File: src/verilog/itp_consts.svh
// Purpose: named constants of the instruction trace port
// Assumes: included by bare name wherever a constant is needed
// Notes:   encodings and field sizes only; types live in itp_pkg
`ifndef ITP_CONSTS_SVH
`define ITP_CONSTS_SVH

// widths
`define ITP_ADDR_W      32
`define ITP_CNT_W       16
`define ITP_SEL_W       3
`define ITP_CFG_W       85
`define ITP_SYNC_W      5

// bit positions inside the synchroniser vector
`define ITP_SB_TCLK     0
`define ITP_SB_EXT      1
`define ITP_SB_TCK      2
`define ITP_SB_TDI      3
`define ITP_SB_UPD      4

// execution stage status codes
`define ITP_STAT_EXEC   3'h0
`define ITP_STAT_NOEXEC 3'h1
`define ITP_STAT_WAIT   3'h2
`define ITP_STAT_BRANCH 3'h4
`define ITP_STAT_TRIG   3'h6
`define ITP_STAT_OFF    3'h7

// packet serialiser and trigger select
`define ITP_NIB_IDLE    4'h0
`define ITP_NIB_FIRST   3'h0
`define ITP_NIB_LAST    3'h7
`define ITP_NIB_MARKED  3'h2
`define ITP_SEL_NONE    3'h0

// reset values
`define ITP_CNT_RST     16'h0000
`define ITP_ADDR_RST    32'h0000_0000

`endif

File: src/verilog/itp_pkg.sv
// Purpose: shared types of the instruction trace port
// Assumes: itp_consts.svh gives the widths
// Notes:   configuration image is loaded whole from the scan chain
`include "itp_consts.svh"
package itp_pkg;

  typedef struct packed {
    logic [`ITP_CNT_W-1:0]  cnt_reload;
    logic [`ITP_ADDR_W-1:0] addr_hi;
    logic [`ITP_ADDR_W-1:0] addr_lo;
    logic [`ITP_SEL_W-1:0]  trig_sel;
    logic                   half_rate;
    logic                   enable;
  } itp_cfg_t;

  typedef enum logic [0:0] {
    ITP_SER_IDLE,
    ITP_SER_SEND
  } itp_ser_state_t;

endpackage

File: src/verilog/itp_cmp_if.sv
// Purpose: carries one address comparator pair's settings and result
// Assumes: driven by itp_top, served by itp_addr_cmp
// Notes:   match is registered inside the comparator
`timescale 1ns/1ps
`include "itp_consts.svh"
interface itp_cmp_if;
  logic [`ITP_ADDR_W-1:0] lo;
  logic [`ITP_ADDR_W-1:0] hi;
  logic [`ITP_ADDR_W-1:0] pc;
  logic                   valid;
  logic                   match;

  modport cmp (
    input  lo,
    input  hi,
    input  pc,
    input  valid,
    output match
  );

  modport top (
    output lo,
    output hi,
    output pc,
    output valid,
    input  match
  );
endinterface

File: src/verilog/itp_sync.sv
// Purpose: two-flop synchroniser for a vector of independent levels
// Assumes: each bit is a level from outside the ref_clk domain
// Notes:   the first stage feeds only the second stage
`timescale 1ns/1ps
module itp_sync #(
  parameter int W = 1
) (
  input  wire logic         ref_clk,
  input  wire logic         rst,
  input  wire logic [W-1:0] din,
  output logic      [W-1:0] dout
);
  logic [W-1:0] meta_q;
  logic [W-1:0] meta_d;
  logic [W-1:0] sync_q;
  logic [W-1:0] sync_d;

  always_comb begin
    meta_d = din;
    sync_d = meta_q;
  end

  always_ff @(posedge ref_clk) begin
    if (rst) begin
      meta_q <= '0;
      sync_q <= '0;
    end else begin
      meta_q <= meta_d;
      sync_q <= sync_d;
    end
  end

  assign dout = sync_q;
endmodule

File: src/verilog/itp_addr_cmp.sv
// Purpose: one address comparator pair, inclusive range on the fetch address
// Assumes: pc and valid come from the core on ref_clk
// Notes:   result is one cycle behind the instruction it matched
`timescale 1ns/1ps
`include "itp_consts.svh"
module itp_addr_cmp (
  input  wire logic ref_clk,
  input  wire logic rst,
  itp_cmp_if.cmp    cmp
);
  logic match_q;
  logic match_d;

  always_comb begin
    match_d = cmp.valid && (cmp.pc >= cmp.lo) && (cmp.pc <= cmp.hi);
  end

  always_ff @(posedge ref_clk) begin
    if (rst) begin
      match_q <= 1'b0;
    end else begin
      match_q <= match_d;
    end
  end

  assign cmp.match = match_q;
endmodule

File: src/verilog/itp_top.sv
// Purpose: instruction trace port; compresses core execution into a
//          per-cycle status plus branch-target packets on a nibble bus
// Assumes: core signals are on ref_clk; trace clock, trigger and the
//          configuration scan pins come from outside and are synchronised
// Notes:   while enabled, status, marker and nibble change a few ref_clk cycles after the trace clock edge
`timescale 1ns/1ps
`include "itp_consts.svh"

// Contract
// each 8-bit packet goes out low nibble first, high nibble on the next trace cycle.
// the branch packet marker is high only for the first packet of a branch address.
// status, marker and nibble bus change relative to the trace clock rising edge.
// a three-bit execution stage status is presented every trace cycle.
// the trace clock is made outside this unit from the system clock.
// a half-rate mode updates data on both trace clock edges.
// trace outputs lag the trace clock edge by a phase for hold margin.
// only branch targets are sent as packets, beside the per-cycle status.
// exactly one address comparator pair serves as a trigger resource.
// there are no data comparators; only instruction flow is traced.
// one external trigger input serves as a trigger resource.
// trace generation is gated by the selected trigger resources.
// all configuration is written by the debugger over the scan port.
// execution is observed from the core interface, not the system bus.
// the board selects trace pin function at reset by pulling the marker pin low; here branch_packet_marker is an output only and is never sampled.
// when disabled or after reset the outputs show a constant idle value.
module itp_top (
  input  wire logic                   ref_clk,
  input  wire logic                   rst,
  input  wire logic                   trace_port_clock,
  input  wire logic                   external_trigger_in,
  input  wire logic                   cfg_tck,
  input  wire logic                   cfg_tdi,
  input  wire logic                   cfg_update,
  input  wire logic                   core_instr_valid,
  input  wire logic                   core_instr_exec,
  input  wire logic                   core_branch,
  input  wire logic [`ITP_ADDR_W-1:0] core_pc,
  input  wire logic [`ITP_ADDR_W-1:0] core_branch_target,
  output logic      [2:0]             exec_stage_status,
  output logic                        branch_packet_marker,
  output logic      [3:0]             trace_nibble_bus,
  output logic                        buffer_nearly_full_flag
);

  // synchronisers and edge detection
  logic [`ITP_SYNC_W-1:0] pins_raw;
  logic [`ITP_SYNC_W-1:0] pins_s;
  logic [`ITP_SYNC_W-1:0] pins_prev_q;
  logic [`ITP_SYNC_W-1:0] pins_prev_d;

  assign pins_raw = {cfg_update, cfg_tdi, cfg_tck, external_trigger_in, trace_port_clock};

  // trace clock sampled
  itp_sync #(
    .W (`ITP_SYNC_W)
  ) u_sync (
    .ref_clk (ref_clk),
    .rst     (rst),
    .din     (pins_raw),
    .dout    (pins_s)
  );

  logic tclk_rise;
  logic tclk_fall;
  logic tck_rise;
  logic upd_rise;

  always_comb begin
    pins_prev_d = pins_s;
    tclk_rise   = pins_s[`ITP_SB_TCLK] & ~pins_prev_q[`ITP_SB_TCLK];
    tclk_fall   = ~pins_s[`ITP_SB_TCLK] & pins_prev_q[`ITP_SB_TCLK];
    tck_rise    = pins_s[`ITP_SB_TCK] & ~pins_prev_q[`ITP_SB_TCK];
    upd_rise    = pins_s[`ITP_SB_UPD] & ~pins_prev_q[`ITP_SB_UPD];
  end

  always_ff @(posedge ref_clk) begin
    if (rst) begin
      pins_prev_q <= '0;
    end else begin
      pins_prev_q <= pins_prev_d;
    end
  end

  // configuration scan chain and image
  logic [`ITP_CFG_W-1:0] shift_q;
  logic [`ITP_CFG_W-1:0] shift_d;
  itp_pkg::itp_cfg_t     cfg_q;
  itp_pkg::itp_cfg_t     cfg_d;

  always_comb begin
    shift_d = shift_q;
    cfg_d   = cfg_q;
    // scan shift
    if (tck_rise) begin
      shift_d = {pins_s[`ITP_SB_TDI], shift_q[`ITP_CFG_W-1:1]};
    end
    // image update
    if (upd_rise) begin
      cfg_d = itp_pkg::itp_cfg_t'(shift_q);
    end
  end

  always_ff @(posedge ref_clk) begin
    if (rst) begin
      shift_q <= '0;
      cfg_q   <= '0;
    end else begin
      shift_q <= shift_d;
      cfg_q   <= cfg_d;
    end
  end

  // trigger resources: one comparator pair, external input, counter
  itp_cmp_if cmp_bus ();

  // core interface tap
  assign cmp_bus.lo    = cfg_q.addr_lo;
  assign cmp_bus.hi    = cfg_q.addr_hi;
  assign cmp_bus.pc    = core_pc;
  assign cmp_bus.valid = core_instr_valid;

  // single comparator pair
  itp_addr_cmp u_cmp (
    .ref_clk (ref_clk),
    .rst     (rst),
    .cmp     (cmp_bus)
  );

  logic [`ITP_CNT_W-1:0] cnt_q;
  logic [`ITP_CNT_W-1:0] cnt_d;
  logic                  on_q;
  logic                  on_d;
  logic [`ITP_SEL_W-1:0] res_vec;
  logic                  trig_ev;

  always_comb begin
    cnt_d = cnt_q;
    if (upd_rise) begin
      cnt_d = cfg_d.cnt_reload;
    end else if (core_instr_valid && (cnt_q != `ITP_CNT_RST)) begin
      cnt_d = cnt_q - 1'b1;
    end
    // external trigger resource
    res_vec = {(cnt_q == `ITP_CNT_RST), pins_s[`ITP_SB_EXT], cmp_bus.match};
    // resource gating
    if (cfg_q.trig_sel == `ITP_SEL_NONE) begin
      on_d = cfg_q.enable;
    end else begin
      on_d = cfg_q.enable && (|(cfg_q.trig_sel & res_vec));
    end
    trig_ev = on_d & ~on_q & (cfg_q.trig_sel != `ITP_SEL_NONE);
  end

  always_ff @(posedge ref_clk) begin
    if (rst) begin
      cnt_q <= `ITP_CNT_RST;
      on_q  <= 1'b0;
    end else begin
      cnt_q <= cnt_d;
      on_q  <= on_d;
    end
  end

  // trace cycle tick and per-cycle status accumulation
  logic tick;
  logic acc_exec_q;
  logic acc_exec_d;
  logic acc_noex_q;
  logic acc_noex_d;
  logic acc_trig_q;
  logic acc_trig_d;
  logic [2:0] stat_now;

  always_comb begin
    // rising edge starts a trace cycle
    // half-rate adds the falling edge
    tick = cfg_q.enable & (tclk_rise | (cfg_q.half_rate & tclk_fall));
    // only instruction flow is observed, no data values
    // events that land on the tick cycle go into the next trace cycle
    acc_exec_d = ((tick ? 1'b0 : acc_exec_q) | (on_d & core_instr_valid & core_instr_exec))
                 & cfg_q.enable;
    acc_noex_d = ((tick ? 1'b0 : acc_noex_q) | (on_d & core_instr_valid & ~core_instr_exec))
                 & cfg_q.enable;
    acc_trig_d = ((tick ? 1'b0 : acc_trig_q) | trig_ev) & cfg_q.enable;
    // status priority
    if (acc_trig_q) begin
      stat_now = `ITP_STAT_TRIG;
    end else if (acc_exec_q) begin
      stat_now = `ITP_STAT_EXEC;
    end else if (acc_noex_q) begin
      stat_now = `ITP_STAT_NOEXEC;
    end else begin
      stat_now = `ITP_STAT_WAIT;
    end
  end

  always_ff @(posedge ref_clk) begin
    if (rst) begin
      acc_exec_q <= 1'b0;
      acc_noex_q <= 1'b0;
      acc_trig_q <= 1'b0;
    end else begin
      acc_exec_q <= acc_exec_d;
      acc_noex_q <= acc_noex_d;
      acc_trig_q <= acc_trig_d;
    end
  end

  // branch packet serialiser and output registers
  itp_pkg::itp_ser_state_t ser_q;
  itp_pkg::itp_ser_state_t ser_d;
  logic [`ITP_ADDR_W-1:0]  addr_q;
  logic [`ITP_ADDR_W-1:0]  addr_d;
  logic [`ITP_ADDR_W-1:0]  pend_q;
  logic [`ITP_ADDR_W-1:0]  pend_d;
  logic                    pend_v_q;
  logic                    pend_v_d;
  logic [2:0]              nib_q;
  logic [2:0]              nib_d;
  logic [2:0]              stat_q;
  logic [2:0]              stat_d;
  logic                    mark_q;
  logic                    mark_d;
  logic [3:0]              nout_q;
  logic [3:0]              nout_d;
  logic                    full_q;
  logic                    full_d;

  always_comb begin
    ser_d    = ser_q;
    addr_d   = addr_q;
    pend_d   = pend_q;
    pend_v_d = pend_v_q;
    nib_d    = nib_q;
    stat_d   = stat_q;
    mark_d   = mark_q;
    nout_d   = nout_q;
    // updates land after the synchroniser delay, past the clock edge
    if (tick) begin
      stat_d = stat_now;
      mark_d = 1'b0;
      nout_d = `ITP_NIB_IDLE;
      unique case (ser_q)
        itp_pkg::ITP_SER_IDLE: begin
        end
        itp_pkg::ITP_SER_SEND: begin
          // low nibble first
          nout_d = addr_q[{nib_q, 2'b00} +: 4];
          // marker on first packet
          mark_d = (nib_q < `ITP_NIB_MARKED);
          // branch status opens each packet group unless a pending trigger status takes that first nibble's trace cycle
          if ((nib_q == `ITP_NIB_FIRST) && !acc_trig_q) begin
            stat_d = `ITP_STAT_BRANCH;
          end
          nib_d  = nib_q + 1'b1;
          if (nib_q == `ITP_NIB_LAST) begin
            ser_d = itp_pkg::ITP_SER_IDLE;
          end
        end
      endcase
    end
    // next pending target starts once the previous one is fully out
    if ((ser_d == itp_pkg::ITP_SER_IDLE) && pend_v_q) begin
      ser_d    = itp_pkg::ITP_SER_SEND;
      addr_d   = pend_q;
      nib_d    = `ITP_NIB_FIRST;
      pend_v_d = 1'b0;
    end
    // only branch targets become packets
    if (on_d && core_branch) begin
      pend_d   = core_branch_target;
      pend_v_d = 1'b1;
    end
    full_d = pend_v_d & (ser_d == itp_pkg::ITP_SER_SEND);
    // idle outputs while disabled
    if (!cfg_q.enable) begin
      ser_d    = itp_pkg::ITP_SER_IDLE;
      pend_v_d = 1'b0;
      nib_d    = `ITP_NIB_FIRST;
      stat_d   = `ITP_STAT_OFF;
      mark_d   = 1'b0;
      nout_d   = `ITP_NIB_IDLE;
      full_d   = 1'b0;
    end
  end

  always_ff @(posedge ref_clk) begin
    if (rst) begin
      // idle after reset
      ser_q    <= itp_pkg::ITP_SER_IDLE;
      addr_q   <= `ITP_ADDR_RST;
      pend_q   <= `ITP_ADDR_RST;
      pend_v_q <= 1'b0;
      nib_q    <= `ITP_NIB_FIRST;
      stat_q   <= `ITP_STAT_OFF;
      mark_q   <= 1'b0;
      nout_q   <= `ITP_NIB_IDLE;
      full_q   <= 1'b0;
    end else begin
      ser_q    <= ser_d;
      addr_q   <= addr_d;
      pend_q   <= pend_d;
      pend_v_q <= pend_v_d;
      nib_q    <= nib_d;
      stat_q   <= stat_d;
      mark_q   <= mark_d;
      nout_q   <= nout_d;
      full_q   <= full_d;
    end
  end

  assign exec_stage_status       = stat_q;
  assign branch_packet_marker    = mark_q;
  assign trace_nibble_bus        = nout_q;
  assign buffer_nearly_full_flag = full_q;

endmodule

File: config.mk
export PLATFORM = sky130hd
export DESIGN_NAME = itp_top
export DESIGN_NICKNAME = d
export VERILOG_FILES = /design/src/verilog/itp_pkg.sv /design/src/verilog/itp_cmp_if.sv /design/src/verilog/itp_sync.sv /design/src/verilog/itp_addr_cmp.sv /design/src/verilog/itp_top.sv
export VERILOG_INCLUDE_DIRS = /design/src /design/src/verilog
export SDC_FILE = /design/constraint.sdc
export NUM_CORES = 1
export LEC_CHECK = 0
export ABC_AREA = 1
export BUFFER_PORTS_ARGS = -buffer_cell sky130_fd_sc_hd__clkbuf_2
export CAP_MARGIN = 20
export CORE_MARGIN = 4
export CORE_UTILIZATION = 45
export DETAILED_ROUTE_END_ITERATION = 16
export MAX_ROUTING_LAYER = met4
export PLACE_DENSITY = 0.65
export SETUP_SLACK_MARGIN = 0.4
export SYNTH_ARGS = -nofsm -noshare
export SYNTH_HDL_FRONTEND = slang
export SYNTH_SLANG_ARGS = --single-unit
File: constraint.sdc
create_clock -name ref_clk -period 2.4 [get_ports ref_clk]
set_input_delay 0.12 -clock ref_clk [delete_from_list [all_inputs] [get_ports ref_clk]]
set_output_delay 0.12 -clock ref_clk [all_outputs]
set_load 0.02 [all_outputs]
==> results.cfg, run 1 <==
[clocking]
clock_sinks = 266
htree_levels = 1
cts_tree = yes
cts_setup_buffers = 0
numCtsBuffers = 28
clock_path_buffers = 3
clock-root-buffer = clkbuf_16
clk_pin_slew_ns = 0.06
clk_latency_ns = 0.53

[timing]
setup_tns_ns = 0
max_freq_ghz = 0.553
skew_ns = 0.00855
post-route-min-period_ns = 1.81
setup_violations = 0
slew_headroom_pct = 48.7
rsz0062_at_grt = no
period_share_pct = 75.3
drv_slew = 0
finalHoldViolations = 0
worstMarginPinSlew_ns = 0.769

[drt]
dr.max_layer_used = met4
initialDrtViolationCount = 539
routedLengthMet1_um = 12500
vias = 9787
route.detailed.drc = 0
wl_met2_um = 11800
drt-wirelength-per-cell_um = 13.2
drt_wl_total_um = 26000
first_pass_iters = 4
vias_per_cell = 4.98
antenna_left = 0
met3_length_um = 1040

[grt]
grt_pass1_wl_um = 43500
grt_pass1_vias = 9019
overflow = 0
grt_usage_pct = 18.3
grt_antenna_before_repair = 0
grt_max_degree = 86

[setup_path]
cp-start-kind = flip-flop
crit_type = flip-flop to flip-flop
critPathCaptureType = flip-flop
critPathMaxFanout = 20
reg2reg_slack_ns = 0.59
required_ns = 2.81
rr_worst_depth = 9
r2r-end = pend_q[4]$_SDFFE_PP0P_
cp.arrival_ns = 2.22
worstReg2RegStart = cnt_q[0]$_SDFFE_PP0P_

[synthesis]
ys_types = 36
yosys-mux-area-fraction_pct = 0
synth_adder_area_share_pct = 7.47
yosys_warnings = 0
yosysSeqAreaShare_pct = 46.1
synth_edf_count = 0
synth_area_leader_cell = dfxtp_1
synth-simple-area-share_pct = 19.6
synth_compound_area_share_pct = 17.9
syn_area_um2 = 11600
synthFlopType = dfxtp_1
netlist_top_cells_area = dfxtp_1 (46%), nor2_1 (9.4%), o21ai_0 (9.1%), ha_1 (7.5%), a21oi_1 (6.8%)
postSynthCellCount = 1537
synth_xor_area_share_pct = 0.909
synth_top_family_by_area = simple AND/OR/NAND/NOR gates
synth_fp_nets = 1680
syn_area_per_cell_um2 = 7.52
ys_ff_latch = 266
synth_async_sr_flop_share_pct = 0
synth_top_area_share_pct = 46.1

[hold_path]
hold_end = acc_exec_q$_SDFF_PP0_
holdPathStages = 3
hp-class = input port to flip-flop
min_from = core_instr_valid

[floorplan]
die_w_um = 168
initial_core_util_pct = 45.8
core_area_um2 = 25300
ios = 83
die_y_um = 168
rows = 58
dieArea_um2 = 28300

[placement]
portBuffers = 82
gp_congestion = 0.851
hpwl_um = 17000

[final_layout]
nets = 1761
area_growth_pct = 16.8
layout-drive-gt1-share_pct = 10.0
multi_input_area_um2 = 5330
final_util_pct = 53.5
fill_cells = 2430
ff_latch_area_um2 = 5330

[outcome]
outcome = finished clean

[power]
max-vdd-ir-drop_mv = 0.572
power_leakage_nw = 5.84
p_per_area_nw_per_um2 = 823

[run]
cap_violations = 0
## repair_timing
| item | in CTS | in global routing |
|---|---|---|
| hold buffers | 39 | 0 |
| resized for setup | 0 | 2 |
| endpoints found under the hold margin | 39 | 0 |
| setup endpoints to repair | 0 | 14 |
## cell usage after synthesis, types with 2 or more instances
| cell | number |
|---|---|
| xnor2_1 | 4 |
| nor3_1 | 7 |
| ha_1 | 69 |
| buf_4 | 5 |
| a31oi_1 | 12 |
| inv_2 | 2 |
| o21a_1 | 3 |
| nand2_2 | 3 |
| o21ai_1 | 6 |
| buf_2 | 18 |
| nand2_1 | 173 |
| nand4_1 | 32 |
| dfxtp_1 | 266 |
| a21oi_1 | 158 |
| o21ai_0 | 210 |
| nand3_1 | 40 |
| o211ai_1 | 8 |
| clkinv_1 | 2 |
| a21o_1 | 2 |
| inv_1 | 138 |
| clkbuf_1 | 66 |
| buf_1 | 2 |
| xor2_1 | 8 |
| nor2_1 | 291 |
## worst max path at each step
stage                                    endpoint  depth (start not counted)                   from
2_1_floorplan   exec_stage_status[1]$_SDFFE_PP1P_                          9  nib_q[1]$_SDFFE_PP0P_
3_3_place_gp   buffer_nearly_full_flag$_SDFF_PP0_                         10  cnt_q[0]$_SDFFE_PP0P_
3_5_place_dp   buffer_nearly_full_flag$_SDFF_PP0_                         10  cnt_q[0]$_SDFFE_PP0P_
4_1_cts        buffer_nearly_full_flag$_SDFF_PP0_                         10  cnt_q[0]$_SDFFE_PP0P_
5_1_grt                    pend_q[0]$_SDFFE_PP0P_                          8  cnt_q[4]$_SDFFE_PP0P_
6_report                   pend_q[4]$_SDFFE_PP0P_                          9  cnt_q[0]$_SDFFE_PP0P_
## routing by layer
metal / up-vias / global-route usage [%]
met2: 148 / 28.6
met1: 4392 / 25.0
met4: 0 / 4.94
met3: 46 / 2.77
met5: - / -
li1: 5201 / -
## layout make-up
class	count	share of cell area, %
multi-input combinational	1038	39.5
clock buffer	37	5.97
clock inverter	10	0.584
sequential	266	39.4
timing repair buffer	142	7.49
inverter	142	3.98
tap	330	3.06
antenna	1	0.0185
## cell families (layout without fill, tap and decap cells)
group / after synthesis / after routing
AND/OR/NAND/NOR: 554 / 555
AO/OA/AOI/OAI: 402 / 402
flip-flops: 266 / 266
buffers and inverters: 234 / 331
adder cells (fa/ha/maj): 69 / 69
XOR/XNOR: 12 / 12
other: 0 / 1
## cells in the final DEF, fill, tap and decap left out, drive strengths merged, types with 2 or more instances in the layout
cell type and count:
dfxtp 266, xor2 8, a21o 2, o21ai 216, o21a 3, ha 69, buf 21, nand2 177
xnor2 4, o211ai 8, inv 140, nor3 7, nor2 293, a31oi 12, clkinv 11, dlygate4sd3 39
nand4 32, a21oi 159, clkbuf 119, nand3 43
## report_power, final
group | leakage (nW) | switching [W] | internal, W
Sequential | 2.17 | 0.000188 | 0.00469
Clock | 0.446 | 0.00172 | 0.00244
Combinational | 3.23 | 0.00127 | 0.000808
## state kept, by name, indices dropped and copies added, names as in the netlist, 4 cells and up
| register | flops |
|---|---|
| addr_q | 32 |
| cmp_bus.lo | 32 |
| cmp_bus.hi | 32 |
| cnt_q | 16 |
| trace_nibble_bus | 4 |
| cfg_q | 5 |
| u_sync.dout | 5 |
| pend_q | 32 |
| shift_q | 85 |
| u_sync.meta_q | 5 |
## through the flow
step	instances	hold WS (ns)	cell area, um^2	total power, W	setup slack, ns
final	1966	0.0145	13500	0.0111	0.592
after global routing	1965	0.0202	13500	0.0118	0.416
after CTS	1964	0.0100	13500	0.0112	0.526
after detailed placement	1878	0.322	12200	0.00699	0.540
after global placement	1878	0.320	12200	0.00697	0.608
after floorplan	1537	0.227	11600	0.00655	0.728
## worst max-delay path: stages (launching register included)
cell and delay (ns):
dfxtp_1 0.31, inv_1 0.11, ha_1 0.15, nand2_1 0.06, nor2_2 0.13, nand3_2 0.12
nand2_4 0.12, nand3_2 0.40, nand2_1 0.20, a21oi_1 0.08
Power figures use the tool's default switching activity.
==> inputs of run 2 (changes only) <==
ABC_AREA = 0   (was 1)
clock period = 1.9 ns   (was 2.4 ns; I/O delays follow)
==> run 2 against run 1 <==
Compared with the run above: the flow now finishes with violations (negative setup slack); die area is 1.9% lower; power grew 33%; sequential share of layout area is 5.0 points lower; global-route usage up 1.0 points; cell count fell by 2.2%; clock-buffer cell count grew 5; via count up 4.8%; setup slack worse by 0.69 ns; flip-flop and latch count unchanged; clock skew increased by 0.0054 ns; clock power is 36% higher; critical endpoint is now pend_q[0]$_SDFFE_PP0P_.
==> results.cfg, run 2 <==
[final_layout]
max_flop_register = shift_q
layout_common_cells = nand2_1 (392), dfxtp_1 (243), a21oi_1 (197)
layout_commonest_cell = nand2_1
nets = 1721
fill_cells = 1952
largest_reg_flops = 85
instances_no_fill = 1923
layout-drive-gt1-share_pct = 29.5
area_growth_pct = 37.8

[synthesis]
synth_top_area_share_pct = 47.0
yosys_warnings = 0
synth_most_common_cell = nand2_1
synth_adder_area_share_pct = 7.62
synth_area_leader_cell = dfxtp_1
synth_compound_area_share_pct = 15.0
synthTopCellsByCount = nand2_1 (485), dfxtp_1 (266), a21oi_1 (259), inv_1 (71), ha_1 (69)
synth_fp_nets = 1577
synth-simple-area-share_pct = 22.0
postSynthCellCount = 1434
ys_ff_latch = 266
yosysSeqAreaShare_pct = 47.0
yosys-mux-area-fraction_pct = 1.77
synth_top_family_by_area = simple AND/OR/NAND/NOR gates
syn_area_um2 = 11300
syn_area_per_cell_um2 = 7.91
netlist_top_cells_area = dfxtp_1 (47%), nand2_1 (16%), a21oi_1 (11%), ha_1 (7.6%), inv_1 (2.4%)
synthFlopType = dfxtp_1
synth_edf_count = 0
ys_types = 53
synth_async_sr_flop_share_pct = 0
synth_xor_area_share_pct = 1.00

[floorplan]
ios = 83
initial_core_util_pct = 46.2
dieArea_um2 = 27800
core_area_um2 = 24500
rows = 57
die_y_um = 167
die_w_um = 167

[drt]
initialDrtViolationCount = 889
vias = 10300
wl_met2_um = 15300
drt_wl_total_um = 31600
dr.max_layer_used = met4
routedLengthMet1_um = 13900
met3_length_um = 1610
vias_per_cell = 5.34
first_pass_iters = 5
antenna_left = 0
route.detailed.drc = 0
drt-wirelength-per-cell_um = 16.4

[timing]
fin_ws_ns = -0.0944
worstMarginPinSlew_ns = 0.699
post-route-min-period_ns = 1.99
period_share_pct = 105
setup_tns_ns = -1.50
setup_violations = 30
finalHoldViolations = 0
max_freq_ghz = 0.501
slew_headroom_pct = 53.4
rsz0062_at_grt = yes
skew_ns = 0.0140
drv_slew = 0

[power]
intPower_w = 0.0108
p_clk_share_pct = 38.2
max-vdd-ir-drop_mv = 0.625
p_seq_share_pct = 40.4
p_sw_w = 0.00403
power_leakage_nw = 5.87
power_w = 0.0148
switching_share_pct = 27.3
p_per_area_nw_per_um2 = 946
p_comb_share_pct = 21.4

[setup_path]
reg2reg_slack_ns = -0.09
critPathCaptureType = flip-flop
cp-start-kind = flip-flop
cp.arrival_ns = 2.46
crit_type = flip-flop to flip-flop
required_ns = 2.37
critPathMaxFanout = 6

[placement]
gp_congestion = 0.804
dp_worst_setup_slack_ns = -0.0711
place_inst = 1784
hpwl_um = 16300
portBuffers = 82

[clocking]
clock-root-buffer = clkbuf_16
clock_path_buffers = 3
htree_levels = 1
cts_tree = yes
clock_sinks = 266
clk_pin_slew_ns = 0.06
numCtsBuffers = 29
clk_latency_ns = 0.53

[grt]
grt_pass1_wl_um = 45200
grt_usage_pct = 19.3
grt_antenna_before_repair = 1
overflow = 0
grt_pass1_vias = 9281
grt_max_degree = 151

[run]
cap_violations = 0

[outcome]
outcome = complete, but fails checks
violations = negative setup slack

[hold_path]
hp-class = input port to flip-flop
==> run 2: cell count changes in the layout (fill, tap and decap cells not counted), moves of 30 or more <==
cell,change
inv_1,-71
buf_6,+30
nor2_1,-259
a21oi_2,+61
nand3_1,-31
a21oi_1,+39
nand2_1,+219
nand2_4,+57
o21ai_0,-205
==> run 2: final cells by class <==
class                   count  area [um^2]  share of cell area (%)
inverters                  71          267                    1.71
clock buffers              42          865                    5.53
multi-input cells        1009         6720                    43.0
diodes                      1         2.50                  0.0160
repair buffers            201         1890                    12.1
clock inverters             9          104                   0.665
flip-flops and latches    266         5370                    34.4
well taps                 324          405                    2.59
==> run 2: logic make-up (layout without fill, tap and decap cells) <==
| group | after synthesis | in the layout |
|---|---|---|
| AO/OA/AOI/OAI | 313 | 313 |
| XOR/XNOR | 13 | 13 |
| adder cells (fa/ha/maj) | 69 | 69 |
| buffers and inverters | 159 | 323 |
| flip-flops | 266 | 266 |
| multiplexers | 10 | 10 |
| other | 0 | 1 |
| AND/OR/NAND/NOR | 604 | 604 |
==> run 2: routing by layer <==
layer,track usage (%),vias to the layer above
met5,-,-
met4,4.98,0
met3,2.89,74
met2,29.3,280
met1,27.3,4879
li1,-,5027
==> run 2: worst max-delay path: stages, from the launching register on <==
cell and delay (ns):
dfxtp_4 0.36, nor4_4 0.32, and3_4 0.27, a31oi_4 0.10, buf_6 0.14, nor2_4 0.22
buf_6 0.16, clkbuf_16 0.16, nand2_2 0.08, a21oi_2 0.11
==> run 2: metrics by stage <==
step	hold WS, ns	area [um^2]	util [%]
after floorplan	0.221	11400	-
after global placement	0.302	12200	49.9
after detailed placement	0.313	12200	49.9
after CTS	0.0943	14200	58.0
after global routing	0.122	15600	63.7
final	0.110	15600	63.7
==> run 2: power groups by stage <==
stage	Clock, W	Sequential [W]	Combinational (W)
2_1_floorplan	0	0.00600	0.00117
4_1_cts	0.00573	0.00593	0.00231
6_report	0.00565	0.00598	0.00316
3_3_place_gp	0	0.00602	0.00153
5_1_grt	0.00602	0.00599	0.00337
3_5_place_dp	0	0.00602	0.00155
==> run 2: repair_timing <==
| item | 4_1_cts | 5_1_grt |
|---|---|---|
| gates resized for setup | 88 | 294 |
| setup buffers | 22 | 16 |
| hold buffers | 38 | 0 |
| endpoints found under the hold margin | 39 | 0 |
| cloned | 6 | 5 |
| pin swaps | 27 | 136 |
| endpoints found under the setup margin | 93 | 96 |
==> run 2: final timing paths <==
| kind | cells after the start | start | endpoint |
|---|---|---|---|
| min reg2reg | 1 | u_sync.meta_q[4]$_SDFF_PP0_ | u_sync.dout[4]$_SDFF_PP0_ |
| max reg2reg | 9 | cnt_q[13]$_SDFFE_PP0P_ | pend_q[0]$_SDFFE_PP0P_ |
| max | 9 | cnt_q[13]$_SDFFE_PP0P_ | pend_q[0]$_SDFFE_PP0P_ |
| min | 3 | rst | addr_q[0]$_SDFFE_PP0P_ |
